`src/hdl/cod_regs.svh`:
```
`ifndef COD_REGS_SVH
`define COD_REGS_SVH

// ----------------------------------------
// Flag register bit positions
// ----------------------------------------
`define COD_FLG_V 7
`define COD_FLG_H 4
`define COD_FLG_I 3
`define COD_FLG_N 2
`define COD_FLG_Z 1
`define COD_FLG_C 0

// ----------------------------------------
// Opcodes handled here
// ----------------------------------------
`define COD_OP_TRAP 8'h83
`define COD_OP_TST_DIR 8'h3D
`define COD_OP_TST_A 8'h4D
`define COD_OP_TST_X 8'h5D
`define COD_OP_TST_IX1 8'h6D
`define COD_OP_TST_IX 8'h7D
`define COD_OP_HX2SP 8'h94
`define COD_OP_SP2HX 8'h95
`define COD_OP_A2F 8'h84
`define COD_OP_F2A 8'h85
`define COD_OP_A2X 8'h97
`define COD_OP_X2A 8'h9F

// ----------------------------------------
// Cycle counts
// ----------------------------------------
`define COD_CYC_TRAP 4'h9
`define COD_CYC_TST_DIR 4'h3
`define COD_CYC_TST_INH 4'h1
`define COD_CYC_TST_IX1 4'h3
`define COD_CYC_TST_IX 4'h2
`define COD_CYC_TST_SP1 4'h4
`define COD_CYC_XFER2 4'h2
`define COD_CYC_XFER1 4'h1
`define COD_CYC_FREE 4'h0

// ----------------------------------------
// Reset values and fixed addresses
// ----------------------------------------
`define COD_TRAP_VEC 16'hFFF0
`define COD_RST_SP 16'h00FF
`define COD_RST_FLAGS 8'h08
`define COD_PAGE0 8'h00
`define COD_PUSH_LAST 3'h4

`endif
```
`src/hdl/cod_pkg.sv`:
```
package cod_pkg;
    typedef enum logic [1:0] {CMD_EXEC, CMD_FETCH, CMD_MOVE} cod_cmd_t;
    typedef enum logic [3:0] {
        MD_INH, MD_IMM, MD_DIR, MD_EXT, MD_IX, MD_IX1, MD_IX2,
        MD_SP1, MD_SP2, MD_IXP, MD_IX1P, MD_REL, MD_DIRREL
    } cod_mode_t;
    typedef enum logic [1:0] {MV_DD, MV_IMD, MV_DIXP, MV_IXPD} cod_move_t;
    typedef enum logic [2:0] {
        OP_BAD, OP_TRAP, OP_TEST, OP_XFER, OP_FETCH, OP_MOVE
    } cod_op_t;
    typedef enum logic [3:0] {
        ST_IDLE, ST_OFS_HI, ST_OFS_LO, ST_REL, ST_READ, ST_DST,
        ST_WRITE, ST_PUSH, ST_VEC_HI, ST_VEC_LO, ST_EXEC
    } cod_state_t;
    typedef struct packed {
        cod_op_t op;
        cod_mode_t mode;
        logic [3:0] cycles;
    } cod_dec_t;
endpackage

```
`src/hdl/cod_ea_if.sv`:
```
`timescale 1ns/1ps
interface cod_ea_if;
    cod_pkg::cod_mode_t mode;
    logic [15:0] hx;
    logic [15:0] sp;
    logic [15:0] pc;
    logic [15:0] ofs;
    logic [7:0] rel;
    logic [15:0] ea;
    logic [15:0] target;
    modport core (output mode, hx, sp, pc, ofs, rel, input ea, target);
    modport unit (input mode, hx, sp, pc, ofs, rel, output ea, target);
endinterface

```
`src/hdl/cod_core.sv`:
```
`timescale 1ns/1ps
`include "cod_regs.svh"
// Contract
// - Trap pushes PC, X, A, flags; loads vector
// - Test sets N, Z, clears V, no writeback
// - Test cycle counts depend on addressing mode
// - Index plus 16-bit offset, high byte first
// - Index plus one fetched 8-bit offset
// - Index plus 8-bit offset, then index increments
// - Operand at index, then index increments
// - Direct source to index target, then increment
// - Index source to direct target, increment after read
// - Immediate byte written to direct target
// - Direct source copied to direct target
// - Stack pointer plus 8 or 16-bit offset
// - Extended address fetched high then low
// - Relative offset added to program counter
// - Direct address byte then branch offset byte
// - Immediate operand follows opcode, no address
module cod_core #(
    parameter logic [15:0] VEC_ADDR = `COD_TRAP_VEC
) (
    input wire logic clk_i,
    input wire logic nrst_i,
    input wire logic start_i,
    input wire cod_pkg::cod_cmd_t cmd_i,
    input wire logic [7:0] opcode_i,
    input wire logic prefix_i,
    input wire cod_pkg::cod_mode_t mode_i,
    input wire cod_pkg::cod_move_t move_i,
    input wire logic load_i,
    input wire logic [7:0] load_acc_i,
    input wire logic [7:0] load_idx_lo_i,
    input wire logic [7:0] load_idx_hi_i,
    input wire logic [15:0] load_sp_i,
    input wire logic [15:0] load_pc_i,
    input wire logic [7:0] load_flags_i,
    input wire logic [7:0] mem_rdata_i,
    output logic [15:0] mem_addr_o,
    output logic mem_rd_o,
    output logic mem_wr_o,
    output logic [7:0] mem_wdata_o,
    output logic [7:0] acc_o,
    output logic [7:0] idx_lo_o,
    output logic [7:0] idx_hi_o,
    output logic [15:0] sp_o,
    output logic [15:0] pc_o,
    output logic [7:0] flags_o,
    output logic busy_o,
    output logic done_o,
    output logic bad_op_o,
    output logic [7:0] operand_o,
    output logic [15:0] ea_o,
    output logic [15:0] target_o
);
    import cod_pkg::*;

    cod_state_t state_q, state_d;
    cod_op_t op_q, op_d;
    cod_mode_t mode_q, mode_d;
    cod_move_t mv_q, mv_d;
    logic [7:0] opc_q, opc_d, hi_q, hi_d, lo_q, lo_d, rel_q, rel_d;
    logic [7:0] dst_q, dst_d, data_q, data_d, vhi_q, vhi_d;
    logic [3:0] cyc_q, cyc_d, total_q, total_d;
    logic [2:0] push_q, push_d;
    logic [7:0] a_q, a_d, x_q, x_d, h_q, h_d, ccr_q, ccr_d, opnd_q, opnd_d;
    logic [15:0] sp_q, sp_d, pc_q, pc_d, hx_d;
    logic busy_q, busy_d, done_q, done_d, bad_q, bad_d;
    logic [15:0] addr_q, addr_d, ea_q, ea_d, tgt_q, tgt_d;
    logic rd_q, rd_d, wr_q, wr_d;
    logic [7:0] wdata_q, wdata_d, tst_v;
    cod_dec_t dec;
    logic take, last;
    wire [15:0] hx = {h_q, x_q};

    cod_ea_if eai();
    cod_ea u_ea (
        .u(eai.unit)
    );

    // ----------------------------------------
    // Decode
    // ----------------------------------------
    function automatic cod_dec_t decode(input cod_cmd_t cmd, input logic [7:0] opc,
                                        input logic pfx, input cod_mode_t md,
                                        input cod_move_t mv);
        cod_dec_t d;
        d = '{op: OP_BAD, mode: MD_INH, cycles: 4'h1};
        if (cmd == CMD_FETCH) begin
            d = '{op: OP_FETCH, mode: md, cycles: `COD_CYC_FREE};
        end else if (cmd == CMD_MOVE) begin
            d.op = OP_MOVE;
            d.cycles = `COD_CYC_FREE;
            case (mv)
                MV_IMD: d.mode = MD_IMM;
                MV_IXPD: d.mode = MD_IX;
                default: d.mode = MD_DIR;
            endcase
        end else if (pfx) begin
            if (opc == `COD_OP_TST_IX1) begin
                d = '{op: OP_TEST, mode: MD_SP1, cycles: `COD_CYC_TST_SP1};
            end
        end else begin
            case (opc)
                `COD_OP_TRAP: d = '{op: OP_TRAP, mode: MD_INH, cycles: `COD_CYC_TRAP};
                `COD_OP_TST_DIR: d = '{op: OP_TEST, mode: MD_DIR, cycles: `COD_CYC_TST_DIR};
                `COD_OP_TST_A, `COD_OP_TST_X: begin
                    d = '{op: OP_TEST, mode: MD_INH, cycles: `COD_CYC_TST_INH};
                end
                `COD_OP_TST_IX1: d = '{op: OP_TEST, mode: MD_IX1, cycles: `COD_CYC_TST_IX1};
                `COD_OP_TST_IX: d = '{op: OP_TEST, mode: MD_IX, cycles: `COD_CYC_TST_IX};
                `COD_OP_HX2SP, `COD_OP_SP2HX, `COD_OP_A2F: begin
                    d = '{op: OP_XFER, mode: MD_INH, cycles: `COD_CYC_XFER2};
                end
                `COD_OP_F2A, `COD_OP_A2X, `COD_OP_X2A: begin
                    d = '{op: OP_XFER, mode: MD_INH, cycles: `COD_CYC_XFER1};
                end
                default: d = d;
            endcase
        end
        return d;
    endfunction

    // First step of an operand fetch for a given mode
    function automatic cod_state_t first_step(input cod_mode_t md);
        case (md)
            MD_EXT, MD_IX2, MD_SP2: return ST_OFS_HI;
            MD_DIR, MD_DIRREL, MD_IX1, MD_IX1P, MD_SP1, MD_REL: return ST_OFS_LO;
            MD_INH: return ST_EXEC;
            default: return ST_READ;
        endcase
    endfunction

    assign dec = decode(cmd_i, opcode_i, prefix_i, mode_i, move_i);
    assign take = start_i && (state_q == ST_IDLE);
    assign last = (cyc_q + 4'h1) >= total_q;
    assign tst_v = (mode_q != MD_INH) ? data_q : (opc_q == `COD_OP_TST_A) ? a_q : x_q;

    // ----------------------------------------
    // Sequencer and datapath
    // ----------------------------------------
    always_comb begin
        state_d = state_q;
        op_d = op_q;
        mode_d = mode_q;
        mv_d = mv_q;
        opc_d = opc_q;
        hi_d = hi_q;
        lo_d = lo_q;
        rel_d = rel_q;
        dst_d = dst_q;
        data_d = data_q;
        vhi_d = vhi_q;
        total_d = total_q;
        push_d = push_q;
        a_d = a_q;
        x_d = x_q;
        h_d = h_q;
        ccr_d = ccr_q;
        sp_d = sp_q;
        pc_d = pc_q;
        opnd_d = opnd_q;
        done_d = 1'b0;
        bad_d = 1'b0;
        hx_d = hx + 16'h1;
        case (state_q)
            ST_IDLE: begin
                if (start_i) begin
                    op_d = dec.op;
                    mode_d = dec.mode;
                    mv_d = move_i;
                    opc_d = opcode_i;
                    total_d = dec.cycles;
                    push_d = 3'h0;
                    hi_d = 8'h00;
                    pc_d = pc_q + (prefix_i ? 16'h2 : 16'h1);
                    if (dec.op == OP_TRAP) state_d = ST_PUSH;
                    else state_d = first_step(dec.mode);
                end else if (load_i) begin
                    a_d = load_acc_i;
                    x_d = load_idx_lo_i;
                    h_d = load_idx_hi_i;
                    sp_d = load_sp_i;
                    pc_d = load_pc_i;
                    ccr_d = load_flags_i;
                end
            end
            ST_OFS_HI: begin
                hi_d = mem_rdata_i;
                pc_d = pc_q + 16'h1;
                state_d = ST_OFS_LO;
            end
            ST_OFS_LO: begin
                lo_d = mem_rdata_i;
                pc_d = pc_q + 16'h1;
                if (mode_q == MD_DIRREL) state_d = ST_REL;
                else if (mode_q == MD_REL) state_d = ST_EXEC;
                else state_d = ST_READ;
            end
            ST_REL: begin
                rel_d = mem_rdata_i;
                pc_d = pc_q + 16'h1;
                state_d = ST_READ;
            end
            ST_READ: begin
                data_d = mem_rdata_i;
                if (mode_q == MD_IMM) pc_d = pc_q + 16'h1;
                if (mode_q == MD_IXP || mode_q == MD_IX1P ||
                    (op_q == OP_MOVE && mv_q == MV_IXPD)) begin
                    {h_d, x_d} = hx_d;
                end
                if (op_q != OP_MOVE) state_d = ST_EXEC;
                else if (mv_q == MV_DIXP) state_d = ST_WRITE;
                else state_d = ST_DST;
            end
            ST_DST: begin
                dst_d = mem_rdata_i;
                pc_d = pc_q + 16'h1;
                state_d = ST_WRITE;
            end
            ST_WRITE: begin
                if (mv_q == MV_DIXP) {h_d, x_d} = hx_d;
                state_d = ST_EXEC;
            end
            ST_PUSH: begin
                sp_d = sp_q - 16'h1;
                push_d = push_q + 3'h1;
                if (push_q == `COD_PUSH_LAST) state_d = ST_VEC_HI;
            end
            ST_VEC_HI: begin
                vhi_d = mem_rdata_i;
                ccr_d[`COD_FLG_I] = 1'b1;
                state_d = ST_VEC_LO;
            end
            ST_VEC_LO: begin
                pc_d = {vhi_q, mem_rdata_i};
                state_d = ST_EXEC;
            end
            ST_EXEC: begin
                if (last) begin
                    state_d = ST_IDLE;
                    done_d = 1'b1;
                    bad_d = (op_q == OP_BAD);
                    opnd_d = data_q;
                    case (op_q)
                        OP_TEST: begin
                            opnd_d = tst_v;
                            ccr_d[`COD_FLG_N] = tst_v[7];
                            ccr_d[`COD_FLG_Z] = (tst_v == 8'h00);
                            ccr_d[`COD_FLG_V] = 1'b0;
                        end
                        OP_XFER: begin
                            case (opc_q)
                                `COD_OP_HX2SP: sp_d = hx - 16'h1;
                                `COD_OP_SP2HX: {h_d, x_d} = sp_q + 16'h1;
                                `COD_OP_A2F: ccr_d = a_q;
                                `COD_OP_F2A: a_d = ccr_q;
                                `COD_OP_A2X: x_d = a_q;
                                `COD_OP_X2A: a_d = x_q;
                                default: a_d = a_q;
                            endcase
                        end
                        default: opnd_d = data_q;
                    endcase
                end
            end
            default: state_d = ST_IDLE;
        endcase
        busy_d = (state_d != ST_IDLE);
        cyc_d = (state_q == ST_IDLE || state_d == ST_IDLE) ? 4'h0 : cyc_q + 4'h1;
    end

    // ----------------------------------------
    // Bus address for the step being entered
    // ----------------------------------------
    assign eai.mode = mode_d;
    assign eai.hx = hx;
    assign eai.sp = sp_q;
    assign eai.pc = pc_d;
    assign eai.ofs = {hi_d, lo_d};
    assign eai.rel = (mode_q == MD_REL) ? lo_q : rel_q;

    always_comb begin
        addr_d = addr_q;
        wdata_d = wdata_q;
        rd_d = 1'b0;
        wr_d = 1'b0;
        ea_d = ea_q;
        tgt_d = (state_q == ST_EXEC && last) ? eai.target : tgt_q;
        case (state_d)
            ST_OFS_HI, ST_OFS_LO, ST_REL, ST_DST: begin
                addr_d = pc_d;
                rd_d = 1'b1;
            end
            ST_READ: begin
                addr_d = eai.ea;
                ea_d = eai.ea;
                rd_d = 1'b1;
            end
            ST_WRITE: begin
                addr_d = (mv_d == MV_DIXP) ? hx : {`COD_PAGE0, dst_d};
                wdata_d = data_d;
                wr_d = 1'b1;
            end
            ST_PUSH: begin
                addr_d = sp_d;
                wr_d = 1'b1;
                case (push_d)
                    3'h0: wdata_d = pc_d[7:0];
                    3'h1: wdata_d = pc_d[15:8];
                    3'h2: wdata_d = x_d;
                    3'h3: wdata_d = a_d;
                    default: wdata_d = ccr_d;
                endcase
            end
            ST_VEC_HI: begin
                addr_d = VEC_ADDR;
                rd_d = 1'b1;
            end
            ST_VEC_LO: begin
                addr_d = VEC_ADDR + 16'h1;
                rd_d = 1'b1;
            end
            default: addr_d = addr_q;
        endcase
    end

    always_ff @(posedge clk_i or negedge nrst_i) begin
        if (!nrst_i) begin
            state_q <= ST_IDLE;
            op_q <= OP_BAD;
            mode_q <= MD_INH;
            mv_q <= MV_DD;
            {opc_q, hi_q, lo_q, rel_q, dst_q, data_q, vhi_q} <= '0;
            {cyc_q, total_q, push_q} <= '0;
            {a_q, x_q, h_q, opnd_q} <= '0;
            ccr_q <= `COD_RST_FLAGS;
            sp_q <= `COD_RST_SP;
            pc_q <= 16'h0000;
            {busy_q, done_q, bad_q, rd_q, wr_q} <= '0;
            {addr_q, ea_q, tgt_q} <= '0;
            wdata_q <= 8'h00;
        end else begin
            state_q <= state_d;
            op_q <= op_d;
            mode_q <= mode_d;
            mv_q <= mv_d;
            {opc_q, hi_q, lo_q, rel_q, dst_q, data_q, vhi_q} <=
                {opc_d, hi_d, lo_d, rel_d, dst_d, data_d, vhi_d};
            {cyc_q, total_q, push_q} <= {cyc_d, total_d, push_d};
            {a_q, x_q, h_q, opnd_q, ccr_q} <= {a_d, x_d, h_d, opnd_d, ccr_d};
            sp_q <= sp_d;
            pc_q <= pc_d;
            {busy_q, done_q, bad_q, rd_q, wr_q} <= {busy_d, done_d, bad_d, rd_d, wr_d};
            {addr_q, ea_q, tgt_q} <= {addr_d, ea_d, tgt_d};
            wdata_q <= wdata_d;
        end
    end

    assign {mem_addr_o, mem_rd_o, mem_wr_o, mem_wdata_o} = {addr_q, rd_q, wr_q, wdata_q};
    assign {acc_o, idx_lo_o, idx_hi_o, sp_o, pc_o, flags_o} = {a_q, x_q, h_q, sp_q, pc_q, ccr_q};
    assign {busy_o, done_o, bad_op_o, operand_o} = {busy_q, done_q, bad_q, opnd_q};
    assign {ea_o, target_o} = {ea_q, tgt_q};

    // ----------------------------------------
    // Checks
    // ----------------------------------------
    wire [7:0] ret_lo = pc_q[7:0] + 8'h1;
    wire go_trap = take && dec.op == OP_TRAP;
    wire go_test = take && dec.op == OP_TEST;
    wire go_ext = take && dec.op == OP_FETCH && dec.mode == MD_EXT;
    wire go_ixp = take && dec.op == OP_FETCH && dec.mode == MD_IXP;
    wire go_xfer = take && dec.op == OP_XFER;
endmodule

```
`src/hdl/cod_ea.sv`:
```
`timescale 1ns/1ps
`include "cod_regs.svh"
module cod_ea (
    cod_ea_if.unit u
);
    import cod_pkg::*;

    // ----------------------------------------
    // Effective address per addressing mode
    // ----------------------------------------
    always_comb begin
        case (u.mode)
            MD_DIR, MD_DIRREL: u.ea = {`COD_PAGE0, u.ofs[7:0]};
            MD_EXT: u.ea = u.ofs;
            MD_IX, MD_IXP: u.ea = u.hx;
            MD_IX1, MD_IX1P: u.ea = u.hx + {8'h00, u.ofs[7:0]};
            MD_IX2: u.ea = u.hx + u.ofs;
            MD_SP1: u.ea = u.sp + {8'h00, u.ofs[7:0]};
            MD_SP2: u.ea = u.sp + u.ofs;
            default: u.ea = u.pc;
        endcase
    end

    // Offset is signed; pc already points past the offset byte
    assign u.target = u.pc + {{8{u.rel[7]}}, u.rel};
endmodule

```
`config.mk`:
```
export PLATFORM = sky130hd
export DESIGN_NAME = cod_core
export DESIGN_NICKNAME = d
export VERILOG_FILES = /design/src/hdl/cod_pkg.sv /design/src/hdl/cod_ea_if.sv /design/src/hdl/cod_core.sv /design/src/hdl/cod_ea.sv
export VERILOG_INCLUDE_DIRS = /design/src /design/src/hdl
export SDC_FILE = /design/constraint.sdc
export NUM_CORES = 1
export LEC_CHECK = 0
export ABC_CLOCK_PERIOD_IN_PS = 14790
export BUFFER_PORTS_ARGS = -buffer_cell sky130_fd_sc_hd__buf_2
export CAP_MARGIN = 40
export CORE_ASPECT_RATIO = 1.25
export CORE_MARGIN = 2
export CORE_UTILIZATION = 45
export DETAILED_ROUTE_END_ITERATION = 12
export PLACE_DENSITY = 0.73
export SETUP_SLACK_MARGIN = 0.02
export SLEW_MARGIN = 20
export SYNTH_ARGS = -nofsm -noshare
export SYNTH_HDL_FRONTEND = slang
export SYNTH_SLANG_ARGS = --single-unit
```
`constraint.sdc`:
```
create_clock -name clk_i -period 14.79 [get_ports clk_i]
set_clock_uncertainty 0.15 [all_clocks]
set_input_delay 0.7395 -clock clk_i [delete_from_list [all_inputs] [get_ports clk_i]]
set_output_delay 0.7395 -clock clk_i [all_outputs]
set_load 0.1 [all_outputs]
```
* Word-level counts from Yosys, hierarchy flattened
Memories as Yosys holds them, arrays and structs flattened.
Cells that the tools add are included.
** Operators by class
- Add/subtract/negate cells :: 13
- $lt $le $gt $ge :: 1
- Eq/ne operators :: 76
- Mux-type cells :: 86
- Reduce and logical (&&, ||, !) cells :: 29
** Operators with widths (count)
- 2-to-1 mux 8 bit :: 29
- 2-to-1 mux 16 bit :: 9
- one-hot mux 16 bit (7 select lines) :: 1
- equality test 8 bit, second input constant :: 13
- one-hot mux 16 bit (6 select lines) :: 1
- one-hot mux 8 bit (4 select lines) :: 3
- one-hot mux 8 bit (2 select lines) :: 5
- one-hot mux 10 bit (7 select lines) :: 1
- one-hot mux 16 bit (4 select lines) :: 1
- equality test 4 bit, second input constant :: 13
- adder 16 x 1 -> 16 bit, second input constant :: 3
- adder 16 bit :: 3
- equality test 4 x 3 -> 1 bit, second input constant :: 12
- one-hot mux 16 bit (3 select lines) :: 1
- 2-to-1 mux 4 bit :: 11
- equality test 8 x 7 -> 1 bit, second input constant :: 5
- one-hot mux 4 bit (10 select lines) :: 1
- 2-to-1 mux 11 bit :: 3
- adder 16 x 8 -> 16 bit :: 2
- subtractor 16 x 1 -> 16 bit, second input constant :: 2
- equality test 4 x 2 -> 1 bit, second input constant :: 6
- one-hot mux 3 bit (2 select lines) :: 3
- adder 16 x 2 -> 16 bit :: 1
- equality test 3 x 2 -> 1 bit, second input constant :: 4
- other kinds (34) :: 72
** Storage, ports and cells
- Register bits after elaboration :: 213
- Bits in read-only memories :: 64
- Bits of input ports :: 93
- Output and inout bits :: 133
- Word-level logic and storage cells :: 236
- Memories :: 1
** Memory list
- (name not given) :: words 16, width 4, read ports 1, clocked after memory_dff 0, write ports 0, RTL line cod_core.sv:126 : case (md)

* Logic depth before layout (Yosys ltp)
- Depth in word-level cells :: 13
- Depth in mapped cells :: 21
- Depth with buffers taken out :: 19

* Cells and area by module
From an unflattened synthesis, not the netlist that was laid out.
** Second synthesis, totals
- Cells, all modules :: 2016
- Area total of the unflattened synthesis :: 17463.0 um^2
** By module, submodules not included
- cod_core :: instances 1, cells an instance 1546, area each 14169.8 um^2, seq. area each 5341.4 um^2
- cod_ea :: instances 1, cells an instance 470, area each 3293.2 um^2, seq. area each 0.0 um^2

* Least setup slack after synthesis
OpenSTA, ideal clock, no wires.
- Path kind :: input to register
- Start :: input port prefix_i
- End :: register addr_q[10] (netlist: mem_addr_o[10])
- Arrival :: 4.781 ns
- Data required time :: 14.516 ns
- Slack :: 9.735 ns
- Stages on the path :: 18
- Buffers on the path :: 3
- Cells stage by stage :: clkbuf_1 or3b_1 a2111oi_4 o211a_1 nor2_1 inv_2 buf_2 buf_1 nand3_1 nor2_1 ha_1 o2111a_1 a2111oi_0 xnor2_1 a311o_1 a221oi_1 o221a_2 o2bb2ai_1
** RTL lines
- start, declared :: RTL line cod_core.sv:28 : input wire logic prefix_i,
- 2-to-1 mux 11 bit * :: RTL line cod_core.sv:99 : end else if (pfx) begin
- 2-to-1 mux 11 bit * :: RTL line cod_core.sv:91 : end else if (cmd == CMD_MOVE) begin
- 2-to-1 mux 11 bit * :: RTL line cod_core.sv:89 : if (cmd == CMD_FETCH) begin
- 2-to-1 mux 4 bit * :: RTL line cod_core.sv:168 : if (start_i) begin
- 2-to-1 mux 4 bit * :: RTL line cod_core.sv:166 : case (state_q)
- via eai.mode[1] :: RTL line cod_ea_if.sv:3 : cod_pkg::cod_mode_t mode;
- equality test 4 x 3 -> 1 bit (tied with other cells) :: RTL line cod_ea.sv:12 : case (u.mode)
- OR reduction 2 bit :: RTL line cod_ea.sv:12
- one-hot mux 16 bit (7 select lines) * :: RTL line cod_ea.sv:12
- one-hot mux 16 bit (6 select lines) * :: RTL line cod_core.sv:290 : case (state_d)
- end signal, assigned :: RTL line cod_core.sv:355 : {addr_q, ea_q, tgt_q} <= {addr_d, ea_d, tgt_d};
- end, declared :: RTL line cod_core.sv:69 : logic [15:0] addr_q, addr_d, ea_q, ea_d, tgt_q, tgt_d;
Mark *: on every way through the listed nets, which the timed path passes. The rest lies on a longest branch.
A chain may end at the register's enable or synchronous reset.

* Worst setup path after layout
- Start :: register state_q[1]
- End :: register addr_q[14] (netlist: mem_addr_o[14])
** Between the ends
- Cells in the longest elaborated chain, start to end :: 6
** RTL lines
- start, declared :: RTL line cod_core.sv:58 : cod_state_t state_q, state_d;
- start signal, assigned :: RTL line cod_core.sv:344 : state_q <= state_d;
- parallel branches: the longest is 6 deep, another holds adder 16 bit
Parallel ways; which one is timed is not known.

==> results.ini <==
[routing]
highest_layer = met4
wl_mm = 74.23
met1Wirelength_mm = 27.07
wire_per_inst_um = 27.14
dr_wl_met2_mm = 34.48
vias_per_cell = 6.665
vias = 18229
route.met3.wl_mm = 6.303
drt_iter0_drc = 2286
drt_pass1_iterations = 6
drcViolationCount = 0
postRouteAntennaNets = 0

[setup_path]
critPathKind = reg2reg
crit_arrival_ns = 7.20
crit_path_end_kind = flip-flop
cp_max_fo = 27
startpoint_type = flip-flop
cp.required_ns = 15.08

[logic_synthesis]
netlist-cell-type-count = 101
yosysWarnings = 0
synthFlopType = dfrtp_1
synth_top_area_share_pct = 30.31
async_flop_share_pct = 100.0
syn-num-nets = 2201
synth_edf_count = 0
postSynthCellCount = 2043
yosys.area.top_type = dfrtp_1
synth_area_um2 = 16840
ys_ff_latch = 213
syn_avg_cell_area_um2 = 8.245
ys_top_cells_by_area = dfrtp_1, nand2_1, ha_1
yosysSeqAreaShare_pct = 31.71

[die]
fp.dieH_um = 220.3
top_level_ports = 226
core-area_um2 = 37070
die-area_um2 = 39010
rows = 79
die_w_um = 177.1
initial_utilization_pct = 45.44

[grt]
grt_use_total_pct = 37.17
antenna_found_initial = 4
grt_overflow_total = 0
grt_pass1_wl_mm = 107.9
grt_pass1_vias = 17200
grt_max_degree = 87

[finish]
final_common_cell = nand2_1
synthToLayoutAreaGrowth_pct = 15.70
drive_gt1_share_pct = 19.37
stdcell_count = 2735
layout_common_cells = nand2_1, buf_2, dfrtp_1, nor2_1, o21ai_0
num-nets-final = 2385

[clocking]
cts_buffers = 26
cts.htree.levels = 1
cts_sinks = 213
clk_pin_slew_worst_paths_ns = 0.07
clock_path_buffers = 3
cts_root_buffer = clkbuf_16
postCtsHoldBufs = 0
tritoncts = yes
cts_resized = 0
insertion_delay_ns = 0.57
cts_setup_buffers = 0

[timing]
final-max-slew-violation-count = 0
final_hold_viol_count = 0
setup-violations-final = 0
whs_ns = 0.02943
tightest_slew_ns = 0.9186
slew_headroom_pct = 38.39
final.setup.tns_ns = 0
period_minus_slack_ns = 6.911
rsz0062_at_grt = no
fmax_mhz = 144.7
fin_crit_sh_pct = 46.73

[run_status]
status = complete, no violations

[placement]
portBuffers = 225
place.gp.congestion = 1.057
place_hpwl_mm = 55.58
placedCellCount = 2676

[min_path]
hold_path.class = in2async

[run]
drv_cap = 0

logic make-up after synthesis:
kind of cell | count (synthesis) | share of synthesized area (%)
AOI/OAI and AO/OA | 661 | 27.23
xor gates and xnor gates | 69 | 3.669
adders and majority gates | 65 | 5.006
buffers and inverters | 205 | 4.850
DFF | 213 | 31.71
muxes | 83 | 5.452
and+or+nand+nor | 747 | 22.08
synthesized netlist by cell type, types with 9 or more instances:
library cell  number
a21oi_1          113
a21o_1            27
dfstp_2            9
a32oi_1           10
o211ai_1          30
nand2_1          234
nor2_1           163
o21bai_1           9
a221o_1           13
and3_1            31
mux2_2            40
mux2i_1           40
nand4_1           24
o21a_1            19
xor2_1            32
a222oi_1          17
nand3b_1          10
and2_1            14
o21ai_0          151
clkbuf_1          95
o31ai_1           19
buf_1             10
a22o_1            16
dfrtp_1          204
o2bb2ai_1         10
o22ai_1           17
xnor2_1           36
a31oi_1           25
a221oi_1          14
a22oi_1           39
or3_1             16
buf_2             22
or2_2             12
nor3_1            59
ha_1              61
nor2b_1           18
nor4_1            20
inv_1             72
a211oi_1          28
nand2b_1          19
nand3_1           63
flip-flops by register name, summed over array words and instances, names as in the netlist, 16 cells and up:
signal      flops
ea_o           16
mem_addr_o     16
target_o       16
pc_o           16
sp_o           16
final cells by class:
type	instances	area, µm²
inverter	75	282.8
timing repair buffer	286	1660
clock inverter	15	162.7
multi-input combinational	1625	10740
tap	486	608.1
antenna	3	7.507
sequential	213	5341
clock buffer	32	683.2
fill	3571	17580
worst max-delay path: stages, from the launching register on:
cell and delay [ns]:
dfrtp_1 0.69, or4_1 1.00, nor2_2 0.23, a31o_2 0.58, inv_1 0.54, nor3_1 0.51, nand2_1 0.28, nor2_1 0.17
ha_1 0.30, and3_1 0.24, o211a_1 0.14, o41ai_1 0.59, nor2_1 0.11, o41a_1 0.50, o311ai_1 0.37, nand4_1 0.15
a22o_1 0.20
routing by layer:
layer / track usage, % / up-vias
met2: 60.89 / 1096
met5: 0 / -
met4: 27.00 / 0
li1: - / 8019
met1: 43.92 / 8807
met3: 6.512 / 307
per-stage QoR:
stage,instance area (µm²),utilization (%),setup WS (ns)
2_1_floorplan,16840,-,9.735
3_3_place_gp,18450,49.78,8.248
3_5_place_dp,18520,49.97,8.042
4_1_cts,19370,52.26,8.010
5_1_grt,19480,52.57,7.560
6_report,19490,52.58,7.879
final timing paths:
| path | start | to | slack, ns | cells past startpoint |
|---|---|---|---|---|
| max | state_q[1] | mem_addr_o[14] | 7.88 | 16 |
| max in group asynchronous | nrst_i | sp_o[7] | 13.20 | 3 |
| min in group clk_i | opcode_i[2] | opc_q[2] | 0.30 | 3 |
| min reg2reg | operand_o[3] | operand_o[3] | 0.32 | 2 |
| max reg2reg | state_q[1] | mem_addr_o[14] | 7.88 | 16 |
| min | nrst_i | idx_hi_o[1] | 0.03 | 1 |
Power is not shown: default switching activity piles up to over one toggle a cycle in this logic, so the estimate is an artifact.
